**src/encoder_readout_params.svh**
```systemverilog
// offsets, field positions, reset values and counts of the encoder readout
`ifndef ENCODER_READOUT_PARAMS_SVH
`define ENCODER_READOUT_PARAMS_SVH

`define ENC_OFS_CONTROL      12'h000
`define ENC_OFS_STATUS       12'h004
`define ENC_OFS_IRQ_ENABLE   12'h008
`define ENC_OFS_IRQ_CLEAR    12'h00c
`define ENC_OFS_POSITION     12'h010
`define ENC_OFS_LAST_COUNT   12'h014

`define ENC_CTRL_LINK_EN     0
`define ENC_RST_CONTROL      1'h1
`define ENC_RST_IRQ_ENABLE   3'h0

`define ENC_EV_WORD_DONE     0
`define ENC_EV_SHORT_WORD    1
`define ENC_EV_LIGHT_ALARM   2
`define ENC_EV_BITS          3

`define ENC_WORD_BITS        16
`define ENC_SHORT_MIN_BITS   5'h0c
`define ENC_FULL_BITS        5'h10
`define ENC_CORR_BIT         4
`define ENC_PIN_IDLE         25'h1a00000

`endif

```
**src/encoder_readout_pkg.sv**
```systemverilog
// types shared by the encoder serial readout
`default_nettype none
package encoder_readout_pkg;

    typedef struct packed {
        logic shift_load_select;
        logic shift_clock;
        logic cascade_data_in;
    } link_pins_t;

    typedef struct packed {
        logic code_correction_enable;
        logic direction_invert;
    } option_pins_t;

    typedef struct packed {
        logic        light_sense_low;
        logic        illum_overdrive;
        logic        sine_track;
        logic        cosine_track;
        logic [15:0] position_word;
    } optic_pins_t;

    typedef enum logic [1:0] {
        ST_LOAD,
        ST_SHIFT,
        ST_DONE
    } link_state_t;

endpackage
`default_nettype wire

```
**src/pin_sync.sv**
```systemverilog
// two flip-flop synchroniser, one per bit
`timescale 1ns/10ps
`default_nettype none

module pin_sync #(
    parameter int         W       = 1,
    parameter logic [W-1:0] RST_VAL = '0
) (
    input  wire logic         ref_clk,
    input  wire logic         srst,
    input  wire logic [W-1:0] async_in,
    output logic      [W-1:0] sync_out
);

    logic [W-1:0] meta_r;

    genvar i;
    generate
        for (i = 0; i < W; i++) begin : g_bit
            always_ff @(posedge ref_clk) begin
                if (srst) begin
                    meta_r[i]   <= RST_VAL[i];
                    sync_out[i] <= RST_VAL[i];
                end else begin
                    meta_r[i]   <= async_in[i];
                    sync_out[i] <= meta_r[i];
                end
            end
        end
    endgenerate

endmodule

`default_nettype wire

```
**src/encoder_serial_position_readout.sv**
```systemverilog
// serial position readout with apb status and interrupt
`timescale 1ns/10ps
`default_nettype none
`include "encoder_readout_params.svh"

// Behaviour
// select high loads, low shifts on clock
// each shift clock presents next word bit
// host samples data at clock falling edge
// word leaves top bit first, then downward
// load mode shows top bit continuously
// host gives sixteen clocks for full word
// twelve to fifteen clocks give upper bits
// host clock at most sixteen megahertz
// invert flips top bit, still sent first
// code correction acts on twelve-bit word
// alarm high on low light with overdrive
// digitised sine and cosine tracks output
// host holds probe low, probe clock open
// correction enable high activates correction
// invert high inverts most significant bit
// cascade input feeds shift register serially
// word captured in load, frozen while shifting
// register advances on shift clock rising edge
module encoder_serial_position_readout (
    input  wire logic                               ref_clk,
    input  wire logic                               srst,
    input  wire logic                               psel,
    input  wire logic                               penable,
    input  wire logic                               pwrite,
    input  wire logic [11:0]                        paddr,
    input  wire logic [31:0]                        pwdata,
    output logic      [31:0]                        prdata,
    output logic                                    pready,
    output logic                                    pslverr,
    output logic                                    irq,
    input  wire encoder_readout_pkg::link_pins_t    link_pins,
    input  wire encoder_readout_pkg::option_pins_t  option_pins,
    input  wire encoder_readout_pkg::optic_pins_t   optic_pins,
    output logic                                    serial_data_out,
    output logic                                    light_low_alarm,
    output logic                                    sine_track_digital,
    output logic                                    cosine_track_digital
);
    import encoder_readout_pkg::*;

    localparam int SW = $bits(link_pins_t) + $bits(option_pins_t) + $bits(optic_pins_t);

    ////////////////////////////////////////////////////////////////////////////
    // pin synchronisers

    logic [SW-1:0] pins_s;
    link_pins_t    link_s;
    option_pins_t  opt_s;
    optic_pins_t   optic_s;

    pin_sync #(
        .W        (SW),
        .RST_VAL  (`ENC_PIN_IDLE)
    ) u_pin_sync (
        .ref_clk  (ref_clk),
        .srst     (srst),
        .async_in ({link_pins, option_pins, optic_pins}),
        .sync_out (pins_s)
    );

    assign {link_s, opt_s, optic_s} = pins_s;

    ////////////////////////////////////////////////////////////////////////////
    // shift clock edge detect

    logic sclk_d_r;
    logic sclk_rise;

    always_ff @(posedge ref_clk) begin
        if (srst) begin
            sclk_d_r <= 1'b0;
        end else begin
            sclk_d_r <= link_s.shift_clock;
        end
    end

    assign sclk_rise = link_s.shift_clock & ~sclk_d_r;

    ////////////////////////////////////////////////////////////////////////////
    // position word composition

    logic [15:0] word_nxt;
    logic        fine_parity;

    assign fine_parity = optic_s.sine_track ^ optic_s.cosine_track;

    always_comb begin
        word_nxt = optic_s.position_word;
        if (opt_s.code_correction_enable) begin
            word_nxt[`ENC_CORR_BIT] = optic_s.position_word[`ENC_CORR_BIT] ^ fine_parity;
        end
        word_nxt[`ENC_WORD_BITS-1] = word_nxt[`ENC_WORD_BITS-1] ^ opt_s.direction_invert;
    end

    ////////////////////////////////////////////////////////////////////////////
    // link state machine and shift register

    link_state_t state_r;
    logic [15:0] shreg_r;
    logic [4:0]  count_r;
    logic [4:0]  last_count_r;
    logic [15:0] position_r;
    logic [15:0] frame_word_r;
    logic        link_en_r;
    logic        ev_word_done;
    logic        ev_short_word;

    always_ff @(posedge ref_clk) begin
        if (srst) begin
            state_r <= ST_LOAD;
        end else begin
            case (state_r)
                ST_LOAD: begin
                    if (!link_s.shift_load_select && link_en_r) begin
                        state_r <= ST_SHIFT;
                    end
                end
                ST_SHIFT: begin
                    if (link_s.shift_load_select) begin
                        state_r <= ST_LOAD;
                    end else if (sclk_rise && count_r == `ENC_FULL_BITS - 5'h01) begin
                        state_r <= ST_DONE;
                    end
                end
                ST_DONE: begin
                    if (link_s.shift_load_select) begin
                        state_r <= ST_LOAD;
                    end
                end
                default: begin
                    state_r <= ST_LOAD;
                end
            endcase
        end
    end

    always_ff @(posedge ref_clk) begin
        if (srst) begin
            shreg_r <= 16'h0000;
        end else if (state_r == ST_LOAD) begin
            shreg_r <= word_nxt;
        end else if (sclk_rise && !link_s.shift_load_select) begin
            shreg_r <= {shreg_r[14:0], link_s.cascade_data_in};
        end
    end

    always_ff @(posedge ref_clk) begin
        if (srst) begin
            frame_word_r <= 16'h0000;
        end else if (state_r == ST_LOAD) begin
            frame_word_r <= word_nxt;
        end
    end

    always_ff @(posedge ref_clk) begin
        if (srst) begin
            count_r <= 5'h00;
        end else if (state_r == ST_LOAD) begin
            count_r <= 5'h00;
        end else if (state_r == ST_SHIFT && sclk_rise && !link_s.shift_load_select) begin
            count_r <= count_r + 5'h01;
        end
    end

    assign ev_word_done  = state_r == ST_SHIFT && sclk_rise && !link_s.shift_load_select
                           && count_r == `ENC_FULL_BITS - 5'h01;
    assign ev_short_word = state_r == ST_SHIFT && link_s.shift_load_select
                           && count_r >= `ENC_SHORT_MIN_BITS;

    always_ff @(posedge ref_clk) begin
        if (srst) begin
            last_count_r <= 5'h00;
            position_r   <= 16'h0000;
        end else if (ev_word_done) begin
            last_count_r <= `ENC_FULL_BITS;
            position_r   <= frame_word_r;
        end else if (ev_short_word) begin
            last_count_r <= count_r;
            position_r   <= frame_word_r;
        end
    end

    always_ff @(posedge ref_clk) begin
        if (srst) begin
            serial_data_out <= 1'b0;
        end else if (state_r == ST_LOAD) begin
            serial_data_out <= word_nxt[`ENC_WORD_BITS-1];
        end else begin
            serial_data_out <= shreg_r[`ENC_WORD_BITS-1];
        end
    end

    ////////////////////////////////////////////////////////////////////////////
    // alarm and test tracks

    logic alarm_nxt;

    assign alarm_nxt = optic_s.light_sense_low & optic_s.illum_overdrive;

    always_ff @(posedge ref_clk) begin
        if (srst) begin
            light_low_alarm      <= 1'b0;
            sine_track_digital   <= 1'b0;
            cosine_track_digital <= 1'b0;
        end else begin
            light_low_alarm      <= alarm_nxt;
            sine_track_digital   <= optic_s.sine_track;
            cosine_track_digital <= optic_s.cosine_track;
        end
    end

    ////////////////////////////////////////////////////////////////////////////
    // apb slave

    logic        wr_en;
    logic        rd_en;
    logic        mapped;
    logic [31:0] rd_nxt;
    logic [2:0]  status_r;
    logic [2:0]  irq_en_r;
    logic [2:0]  ev_set;

    assign wr_en = psel & penable & pready & pwrite;
    assign rd_en = psel & ~penable;

    always_comb begin
        rd_nxt = 32'h0000_0000;
        mapped = 1'b1;
        case (paddr)
            `ENC_OFS_CONTROL:    rd_nxt = {31'h0, link_en_r};
            `ENC_OFS_STATUS:     rd_nxt = {29'h0, status_r};
            `ENC_OFS_IRQ_ENABLE: rd_nxt = {29'h0, irq_en_r};
            `ENC_OFS_IRQ_CLEAR:  rd_nxt = 32'h0000_0000;
            `ENC_OFS_POSITION:   rd_nxt = {16'h0, position_r};
            `ENC_OFS_LAST_COUNT: rd_nxt = {27'h0, last_count_r};
            default:             mapped = 1'b0;
        endcase
    end

    always_ff @(posedge ref_clk) begin
        if (srst) begin
            pready  <= 1'b0;
            pslverr <= 1'b0;
            prdata  <= 32'h0000_0000;
        end else if (rd_en) begin
            pready  <= 1'b1;
            pslverr <= ~mapped;
            prdata  <= pwrite ? 32'h0000_0000 : rd_nxt;
        end else begin
            pready  <= 1'b0;
            pslverr <= 1'b0;
        end
    end

    always_ff @(posedge ref_clk) begin
        if (srst) begin
            link_en_r <= `ENC_RST_CONTROL;
            irq_en_r  <= `ENC_RST_IRQ_ENABLE;
        end else if (wr_en && paddr == `ENC_OFS_CONTROL) begin
            link_en_r <= pwdata[`ENC_CTRL_LINK_EN];
        end else if (wr_en && paddr == `ENC_OFS_IRQ_ENABLE) begin
            irq_en_r  <= pwdata[`ENC_EV_BITS-1:0];
        end
    end

    ////////////////////////////////////////////////////////////////////////////
    // sticky events and interrupt

    logic [2:0] clr;

    assign ev_set[`ENC_EV_WORD_DONE]   = ev_word_done;
    assign ev_set[`ENC_EV_SHORT_WORD]  = ev_short_word;
    assign ev_set[`ENC_EV_LIGHT_ALARM] = alarm_nxt & ~light_low_alarm;
    assign clr = (wr_en && paddr == `ENC_OFS_IRQ_CLEAR) ? pwdata[`ENC_EV_BITS-1:0] : 3'h0;

    always_ff @(posedge ref_clk) begin
        if (srst) begin
            status_r <= 3'h0;
            irq      <= 1'b0;
        end else begin
            status_r <= (status_r & ~clr) | ev_set;
            irq      <= |(((status_r & ~clr) | ev_set) & irq_en_r);
        end
    end

endmodule

`default_nettype wire

```
**config.mk**
```make
export PLATFORM = sky130hd
export DESIGN_NAME = encoder_serial_position_readout
export DESIGN_NICKNAME = d
export VERILOG_FILES = /design/src/encoder_readout_pkg.sv /design/src/pin_sync.sv /design/src/encoder_serial_position_readout.sv
export VERILOG_INCLUDE_DIRS = /design/src
export SDC_FILE = /design/constraint.sdc
export NUM_CORES = 1
export LEC_CHECK = 0
export ABC_AREA = 1
export BUFFER_PORTS_ARGS = -buffer_cell sky130_fd_sc_hd__buf_2
export CORE_MARGIN = 2
export CORE_UTILIZATION = 35
export DETAILED_ROUTE_END_ITERATION = 7
export GPL_ROUTABILITY_DRIVEN = 0
export PLACE_DENSITY_LB_ADDON = 0.3
export SLEW_MARGIN = 10
export SYNTH_ARGS = -nofsm -noshare
export SYNTH_HDL_FRONTEND = slang
export SYNTH_SLANG_ARGS = --single-unit
export TNS_END_PERCENT = 5
```
**constraint.sdc**
```tcl
create_clock -name ref_clk -period 2.1 [get_ports ref_clk]
set_clock_uncertainty 0.1 [all_clocks]
set_input_delay 0.105 -clock ref_clk [delete_from_list [all_inputs] [get_ports ref_clk]]
set_output_delay 0.105 -clock ref_clk [all_outputs]
set_load 0.1 [all_outputs]
```
==> flow_summary_export.csv, run 1 <==
group,metric,value,unit
critical_path,cp-start-kind,"primary input",
floorplanning,coreArea,0.01503,mm²
clocking,cts_tree,"yes",
critical_path,rr_worst_depth,10,
synth,synth_fa_ha_area_share,0.7024,%
global_routing,grtUsageMet2,22.24,%
floorplanning,die_area,0.01627,mm²
sta,fin_crit_sh,93.54,%
global_routing,grt_pass1_vias,4014,
clocking,cts_sinks,141,
floorplanning,num_io_pins,113,
layout,final_nets,862,
power_and_ir_drop,power_leakage,3.093,nW
routing,antenna_left,0,
global_routing,use_met1,17.13,%
critical_path,slowest_stage,"dlygate4sd3_1",
placed_design,post-dp-hpwl,6.879,mm
floorplanning,initial_core_util,35.55,%
synth,synth_xor_area_share,0,%
sta,finalHoldViolations,0,
global_routing,busiest_layer,"met2",
hold_path,min_path_type,"primary input to flip-flop",
sta,setup_viol,0,
global_routing,use_met3,4.188,%
routing,vias_per_cell,4.278,
synth,synth.mux.area_fraction,0,%
clocking,insertion_delay,0.41,ns
hold_path,hold_path_startpoint,"paddr[2]",
synth,synth-compound-area-share,12.39,%
hold_path,worstHoldPathCells,5,
placed_design,io_buffers,67,
synth,yosysUniqueCellTypes,37,
synth,yosys.area_share.simple,22.34,%
sta,min_period,1.964,ns
critical_path,arrival,2.15,ns
critical_path,reg2reg_slack,0.39,ns
routing,wl_per_cell,10.70,µm
synth,synth_top_family_by_area,"simple AND/OR/NAND/NOR gates",
layout,post-route-util,45.84,%
clocking,htreeDepth,4,
synth,yosysSeqAreaShare,52.82,%
floorplanning,fp.dieW,127.6,µm
routing,vias,4214,
routing,first_iter_violations,232,
layout,n_fill_cell,1452,
routing,first_pass_iters,4,
clocking,cts_made_buffers,17,
sta,relSlewSlack,60.53,%
critical_path,reg2reg_from,"count_r[1]",
floorplanning,row_count,45,
global_routing,grt_max_degree,41,
clocking,post_cts_buffers,0,
run_status,outcome,"completed",
critical_path,critPathRequiredTime,2.29,ns
placed_design,place_ws,0.3697,ns
critical_path,path_class,"primary input to flip-flop",
synth,netlist_area,0.005344,mm²
routing,route.detailed.drc,0,
global_routing,grt.overflow.total,0,
sta,maxSlewViolCount,0,
layout,drive_gt1_share,19.07,%
hold_path,hold_end,"pslverr",
sta,tightest_slew,0.5899,ns
power_and_ir_drop,ir_drop,620.8,µV
synth,syn_area_per_cell,8.012,µm²
job,cap_violations,0,
clocking,clk_pin_slew,0.06,ns
critical_path,reg2reg_to,"position_r[10]",
layout,diodes,0,
global_routing,grt_pass1_wl,18.06,mm
routing,routed_wl,10.54,mm
critical_path,cp_max_fo,3,
synth,syn_inst,667,
sta,setup_slack,0.1358,ns
layout,syn_to_final_growth,28.96,%
floorplanning,die_h,127.6,µm
critical_path,critPathMaxStageDelay,0.56,ns
power_and_ir_drop,p_per_area,894.7,mW/mm²
critical_path,end_kind,"flip-flop",
global_routing,antenna_found_initial,0,
sta,max_freq,509.1,MHz
synth,ys_ff_latch,141,
global_routing,track_usage,13.76,%
critical_path,worstPathCellList,"dlygate4sd3_1 -> buf_2 -> nor2_2 -> dlygate4sd3_1 -> nand2_1 -> nor2_2 -> nand3_2 -> o21ai_2 -> nand2_1 -> nand3_1 -> nand3_1",
clocking,clockRootBuffer,"clkbuf_16",
clocking,clockBufferDepth,2,
synth,synth_warnings,0,
==> registers in the layout, indices dropped and copies added (netlist names), 3 cells and up <==
name	cells
shreg_r	16
position_r	16
prdata	16
frame_word_r	16
u_pin_sync.sync_out	25
status_r	3
irq_en_r	3
last_count_r	5
u_pin_sync.meta_r	25
count_r	5
==> through the flow <==
step                area (µm²)  hold WS [ns]  total power, mW     TNS [ns]  std cells
floorplan                 5400        0.1088            3.173            0        682
global placement          5802        0.1885            3.244            0        904
detailed placement        5802        0.1885            3.248            0        904
CTS                       6877       0.01048            6.233            0        985
global route              6892       0.07992            6.383  -0.00009237        985
finish                    6892       0.03696            6.166            0        985
==> worst max-delay path: cells and delay by family <==
kind	cells	cell delay, ns
buf+inv	3	1.23
simple gates	7	0.67
compound gates	1	0.15
==> layout by cell type, fill, tap and decap left out, drive strengths merged, types with 3 or more instances in the layout <==
| cell type | instances |
|---|---|
| or2 | 6 |
| nand2 | 69 |
| clkinvlp | 3 |
| dlygate4sd3 | 50 |
| a21oi | 57 |
| inv | 97 |
| clkbuf | 19 |
| ha | 3 |
| o21ai | 35 |
| nor2 | 152 |
| a211oi | 20 |
| conb | 16 |
| dfxtp | 141 |
| nand4 | 9 |
| nor3 | 3 |
| nand3 | 24 |
| buf | 76 |
| clkinv | 8 |
==> area by class of cell <==
type / instances / area (µm²) / area share [%]
clock inverters: 12 / 121.4 / 1.761
clock buffers: 19 / 452.9 / 6.572
inverters: 98 / 372.9 / 5.410
multi-input cells: 401 / 1968 / 28.56
flip-flops and latches: 141 / 2823 / 40.96
well taps: 188 / 235.2 / 3.413
repair buffers: 126 / 918.4 / 13.33
==> Yosys cell counts <==
| cell type | number | share of area, % |
|---|---|---|
| dfxtp_1 | 141 | 53 |
| nor2_1 | 138 | 9.7 |
| inv_1 | 87 | 6.1 |
| nand2_1 | 65 | 4.6 |
| a21oi_1 | 57 | 5.3 |
| nand3_1 | 24 | 2.2 |
| o21ai_0 | 19 | 1.8 |
| buf_4 | 18 | 2.5 |
| a211oi_1 | 16 | 2.2 |
| clkbuf_1 | 15 | 1.1 |
| o21ai_1 | 15 | 1.4 |
| inv_2 | 9 | 0.63 |
| nand4_1 | 9 | 1.1 |
| nor2_2 | 9 | 1.1 |
| buf_2 | 6 | 0.56 |
| or2_2 | 6 | 0.70 |
| a211oi_2 | 4 | 0.94 |
| ha_1 | 3 | 0.70 |
| nor2_4 | 3 | 0.63 |
| a31oi_1 | 2 | 0.23 |
| nand2_2 | 2 | 0.23 |
| nand2_4 | 2 | 0.42 |
| nor2_8 | 2 | 0.75 |
| nor3_1 | 2 | 0.19 |
| and3_1 | 1 | 0.12 |
| buf_1 | 1 | 0.070 |
| buf_6 | 1 | 0.21 |
| buf_8 | 1 | 0.28 |
| clkinv_1 | 1 | 0.070 |
| conb_1 | 1 | 0.070 |
| inv_6 | 1 | 0.16 |
| nor3_4 | 1 | 0.30 |
| nor3b_1 | 1 | 0.14 |
| nor3b_2 | 1 | 0.23 |
| o21ai_2 | 1 | 0.16 |
| o21bai_1 | 1 | 0.14 |
| o31ai_1 | 1 | 0.14 |
==> report_power, final <==
part	total [mW]	switching (mW)	internal, mW
registers	2.78	0.0273	2.75
logic	0.482	0.324	0.159
clock network	2.90	1.11	1.79
==> how the worst max path moves through the flow <==
stage                           from        endpoint  slack (ns)  cells after the start
after floorplan               pready             irq        0.24                      7
after global placement    count_r[1]  position_r[10]        0.40                     10
after detailed placement  count_r[1]  position_r[10]        0.37                     10
after CTS                   paddr[0]             irq        0.13                     11
after global routing        paddr[0]             irq    -0.00009                     11
final                       paddr[0]             irq        0.14                     11
==> routing by layer <==
| layer | wire length (µm) | share of wire, % | vias up |
|---|---|---|---|
| li1 | - | - | 2302 |
| met1 | 5318 | 50 | 1801 |
| met2 | 4589 | 44 | 99 |
| met3 | 487 | 4.6 | 12 |
| met4 | 140 | 1.3 | 0 |
| met5 | 0 | 0 | - |
==> kinds of logic (layout without fill, tap and decap cells) <==
kind of cell	Yosys count	count (layout)
AND/OR/NAND/NOR	266	266
flip-flops	141	141
buffers and inverters	140	255
AO/OA/AOI/OAI	116	116
adder cells (fa/ha/maj)	3	3
other	1	16
==> what timing repair did <==
| action | in CTS | in global routing |
|---|---|---|
| gates resized for setup | 0 | 4 |
| endpoints found under the setup margin | 0 | 1 |
| endpoints found under the hold margin | 39 | 0 |
| hold buffers | 50 | 0 |
No activity file was read; power rests on OpenSTA's default activity.
==> run 2: changes to the inputs <==
- CORE_UTILIZATION: 35 -> 45
- TNS_END_PERCENT: 5 -> default
==> flow_summary_export.csv, run 2 (synthesis gave the netlist of run 1 again) <==
group,metric,value,unit
layout,final_nets,841,
global_routing,track_usage,16.93,%
floorplanning,num_io_pins,113,
sta,tightest_slew,0.6759,ns
clocking,cts_made_buffers,17,
critical_path,critPathRequiredTime,2.35,ns
sta,finalHoldViolations,0,
placed_design,post-dp-hpwl,6.619,mm
critical_path,path_class,"flip-flop to flip-flop",
layout,top_regs,"u_pin_sync.meta_r x25, u_pin_sync.sync_out x25",
global_routing,grt_pass1_vias,3978,
routing,route.detailed.drc,7,
power_and_ir_drop,power,6.373,mW
layout,final_cell_mix,"dfxtp_1, nor2_1, inv_1",
power_and_ir_drop,swShare,22.28,%
critical_path,arrival,2.06,ns
placed_design,io_buffers,67,
sta,relSlewSlack,54.89,%
hold_path,min_path_type,"primary input to flip-flop",
power_and_ir_drop,intPower,4.953,mW
layout,final_common_cell,"dfxtp_1",
run_status,outcome,"finished, violations left",
run_status,violations,"DRC",
critical_path,slowest_stage,"dfxtp_1",
clocking,post_cts_buffers,0,
floorplanning,coreArea,0.01152,mm²
sta,setup_viol,0,
power_and_ir_drop,p_switching,1.420,mW
clocking,clockBufferDepth,2,
floorplanning,die_h,113.0,µm
critical_path,critPathMaxStageDelay,0.31,ns
global_routing,grt.overflow.total,0,
clocking,htreeDepth,4,
clocking,cts_sinks,141,
sta,maxSlewViolCount,0,
layout,drive_gt1_share,18.92,%
routing,routed_wl,9.980,mm
critical_path,cp-start-kind,"flip-flop",
global_routing,grt_max_degree,55,
layout,post-route-util,57.84,%
power_and_ir_drop,seqPwrFrac,43.6,%
layout,final_cells,920,
floorplanning,initial_core_util,46.40,%
clocking,cts_resized,0,
placed_design,dp.cells,857,
clocking,clockRootBuffer,"clkbuf_16",
routing,vias,4163,
power_and_ir_drop,ir_drop,667.3,µV
routing,first_iter_violations,277,
sta,setup_tns,0,ns
routing,first_pass_iters,6,
floorplanning,fp.dieW,113.0,µm
critical_path,path_buf_inv,3,
floorplanning,row_count,39,
clocking,cts_tree,"yes",
layout,syn_to_final_growth,24.65,%
global_routing,antenna_found_initial,0,
routing,wl_per_cell,10.85,µm
clocking,clk_pin_slew,0.06,ns
job,cap_violations,0,
critical_path,cp_max_fo,11,
critical_path,end_kind,"flip-flop",
clocking,hold_buffers,31,
routing,antenna_left,0,
sta,min_period,1.802,ns
power_and_ir_drop,p_per_area,956.6,mW/mm²
global_routing,grt_pass1_wl,17.53,mm
power_and_ir_drop,pwr-share-clk,49.4,%
power_and_ir_drop,power_leakage,3.012,nW
critical_path,worstPathCellList,"ha_1 -> inv_1 -> nor3_1 -> ha_1 -> inv_1 -> nor2_4 -> nor2_4 -> buf_4 -> o21ai_1 -> nor2_1",
critical_path,cp_top_family,"simple AND/OR/NAND/NOR gates",
floorplanning,die_area,0.01276,mm²
power_and_ir_drop,p_comb_share,7.0,%
sta,fin_crit_sh,85.82,%
routing,vias_per_cell,4.525,
layout,diodes,0,
clocking,insertion_delay,0.41,ns
sta,max_freq,554.9,MHz
sta,grt_setup_unrepaired,"no",
## run 2: cell count changes in the layout (fill, tap and decap cells not counted), sizes merged
cell,before,now
clkinvlp,3,1
clkbuf,19,20
buf,76,74
bufinv,2,4
dlygate4sd3,50,31
## run 2: final cells by class
class	instances	area, µm²
tap	143	178.9
fill	1016	4855
timing repair buffer	105	700.7
sequential	141	2823
clock buffer	20	466.7
inverter	98	372.9
multi-input combinational	401	1953
clock inverter	12	166.4
## run 2: path summary, 6_finish.rpt
| check | to | depth (start not counted) | slack [ns] | start |
|---|---|---|---|---|
| worst max register to register | position_r[10] | 10 | 0.30 | count_r[0] |
| worst min register to register | u_pin_sync.sync_out[10] | 2 | 0.30 | u_pin_sync.meta_r[10] |
| worst max-delay path | position_r[10] | 10 | 0.30 | count_r[0] |
| worst min-delay path | frame_word_r[15] | 4 | 0.005 | srst |
## run 2: worst register-to-register path: stages (launching register included)
cell	delay (ns)
dfxtp_1	0.31
ha_1	0.21
inv_1	0.07
nor3_1	0.05
ha_1	0.18
inv_1	0.13
nor2_4	0.07
nor2_4	0.24
buf_4	0.21
o21ai_1	0.06
nor2_1	0.12
## run 2: metrics by stage
step | hold WS, ns | area [µm²] | setup slack, ns
2_1_floorplan | 0.1088 | 5400 | 0.2378
3_3_place_gp | 0.1871 | 5718 | 0.3752
3_5_place_dp | 0.1911 | 5718 | 0.2935
4_1_cts | 0.007403 | 6661 | 0.2669
5_1_grt | 0.04470 | 6661 | 0.1510
6_report | 0.004538 | 6661 | 0.2977
## run 2: layer usage
| layer | global-route usage, % | share of wire, % | wire [µm] | vias up |
|---|---|---|---|---|
| met5 | 0 | 0 | 0 | - |
| met4 | 6.341 | 1.3 | 132 | 0 |
| met3 | 5.678 | 5.7 | 568 | 13 |
| met2 | 27.19 | 44 | 4437 | 107 |
| met1 | 21.28 | 49 | 4842 | 1786 |
| li1 | - | - | - | 2257 |
## run 2: power by group through the flow
| stage | combinational [mW] | clock (mW) | sequential (mW) |
|---|---|---|---|
| floorplan | 0.317 | 0 | 2.86 |
| global placement | 0.395 | 0 | 2.83 |
| detailed placement | 0.401 | 0 | 2.84 |
| CTS | 0.448 | 3.20 | 2.78 |
| global route | 0.495 | 3.33 | 2.79 |
| finish | 0.448 | 3.15 | 2.78 |
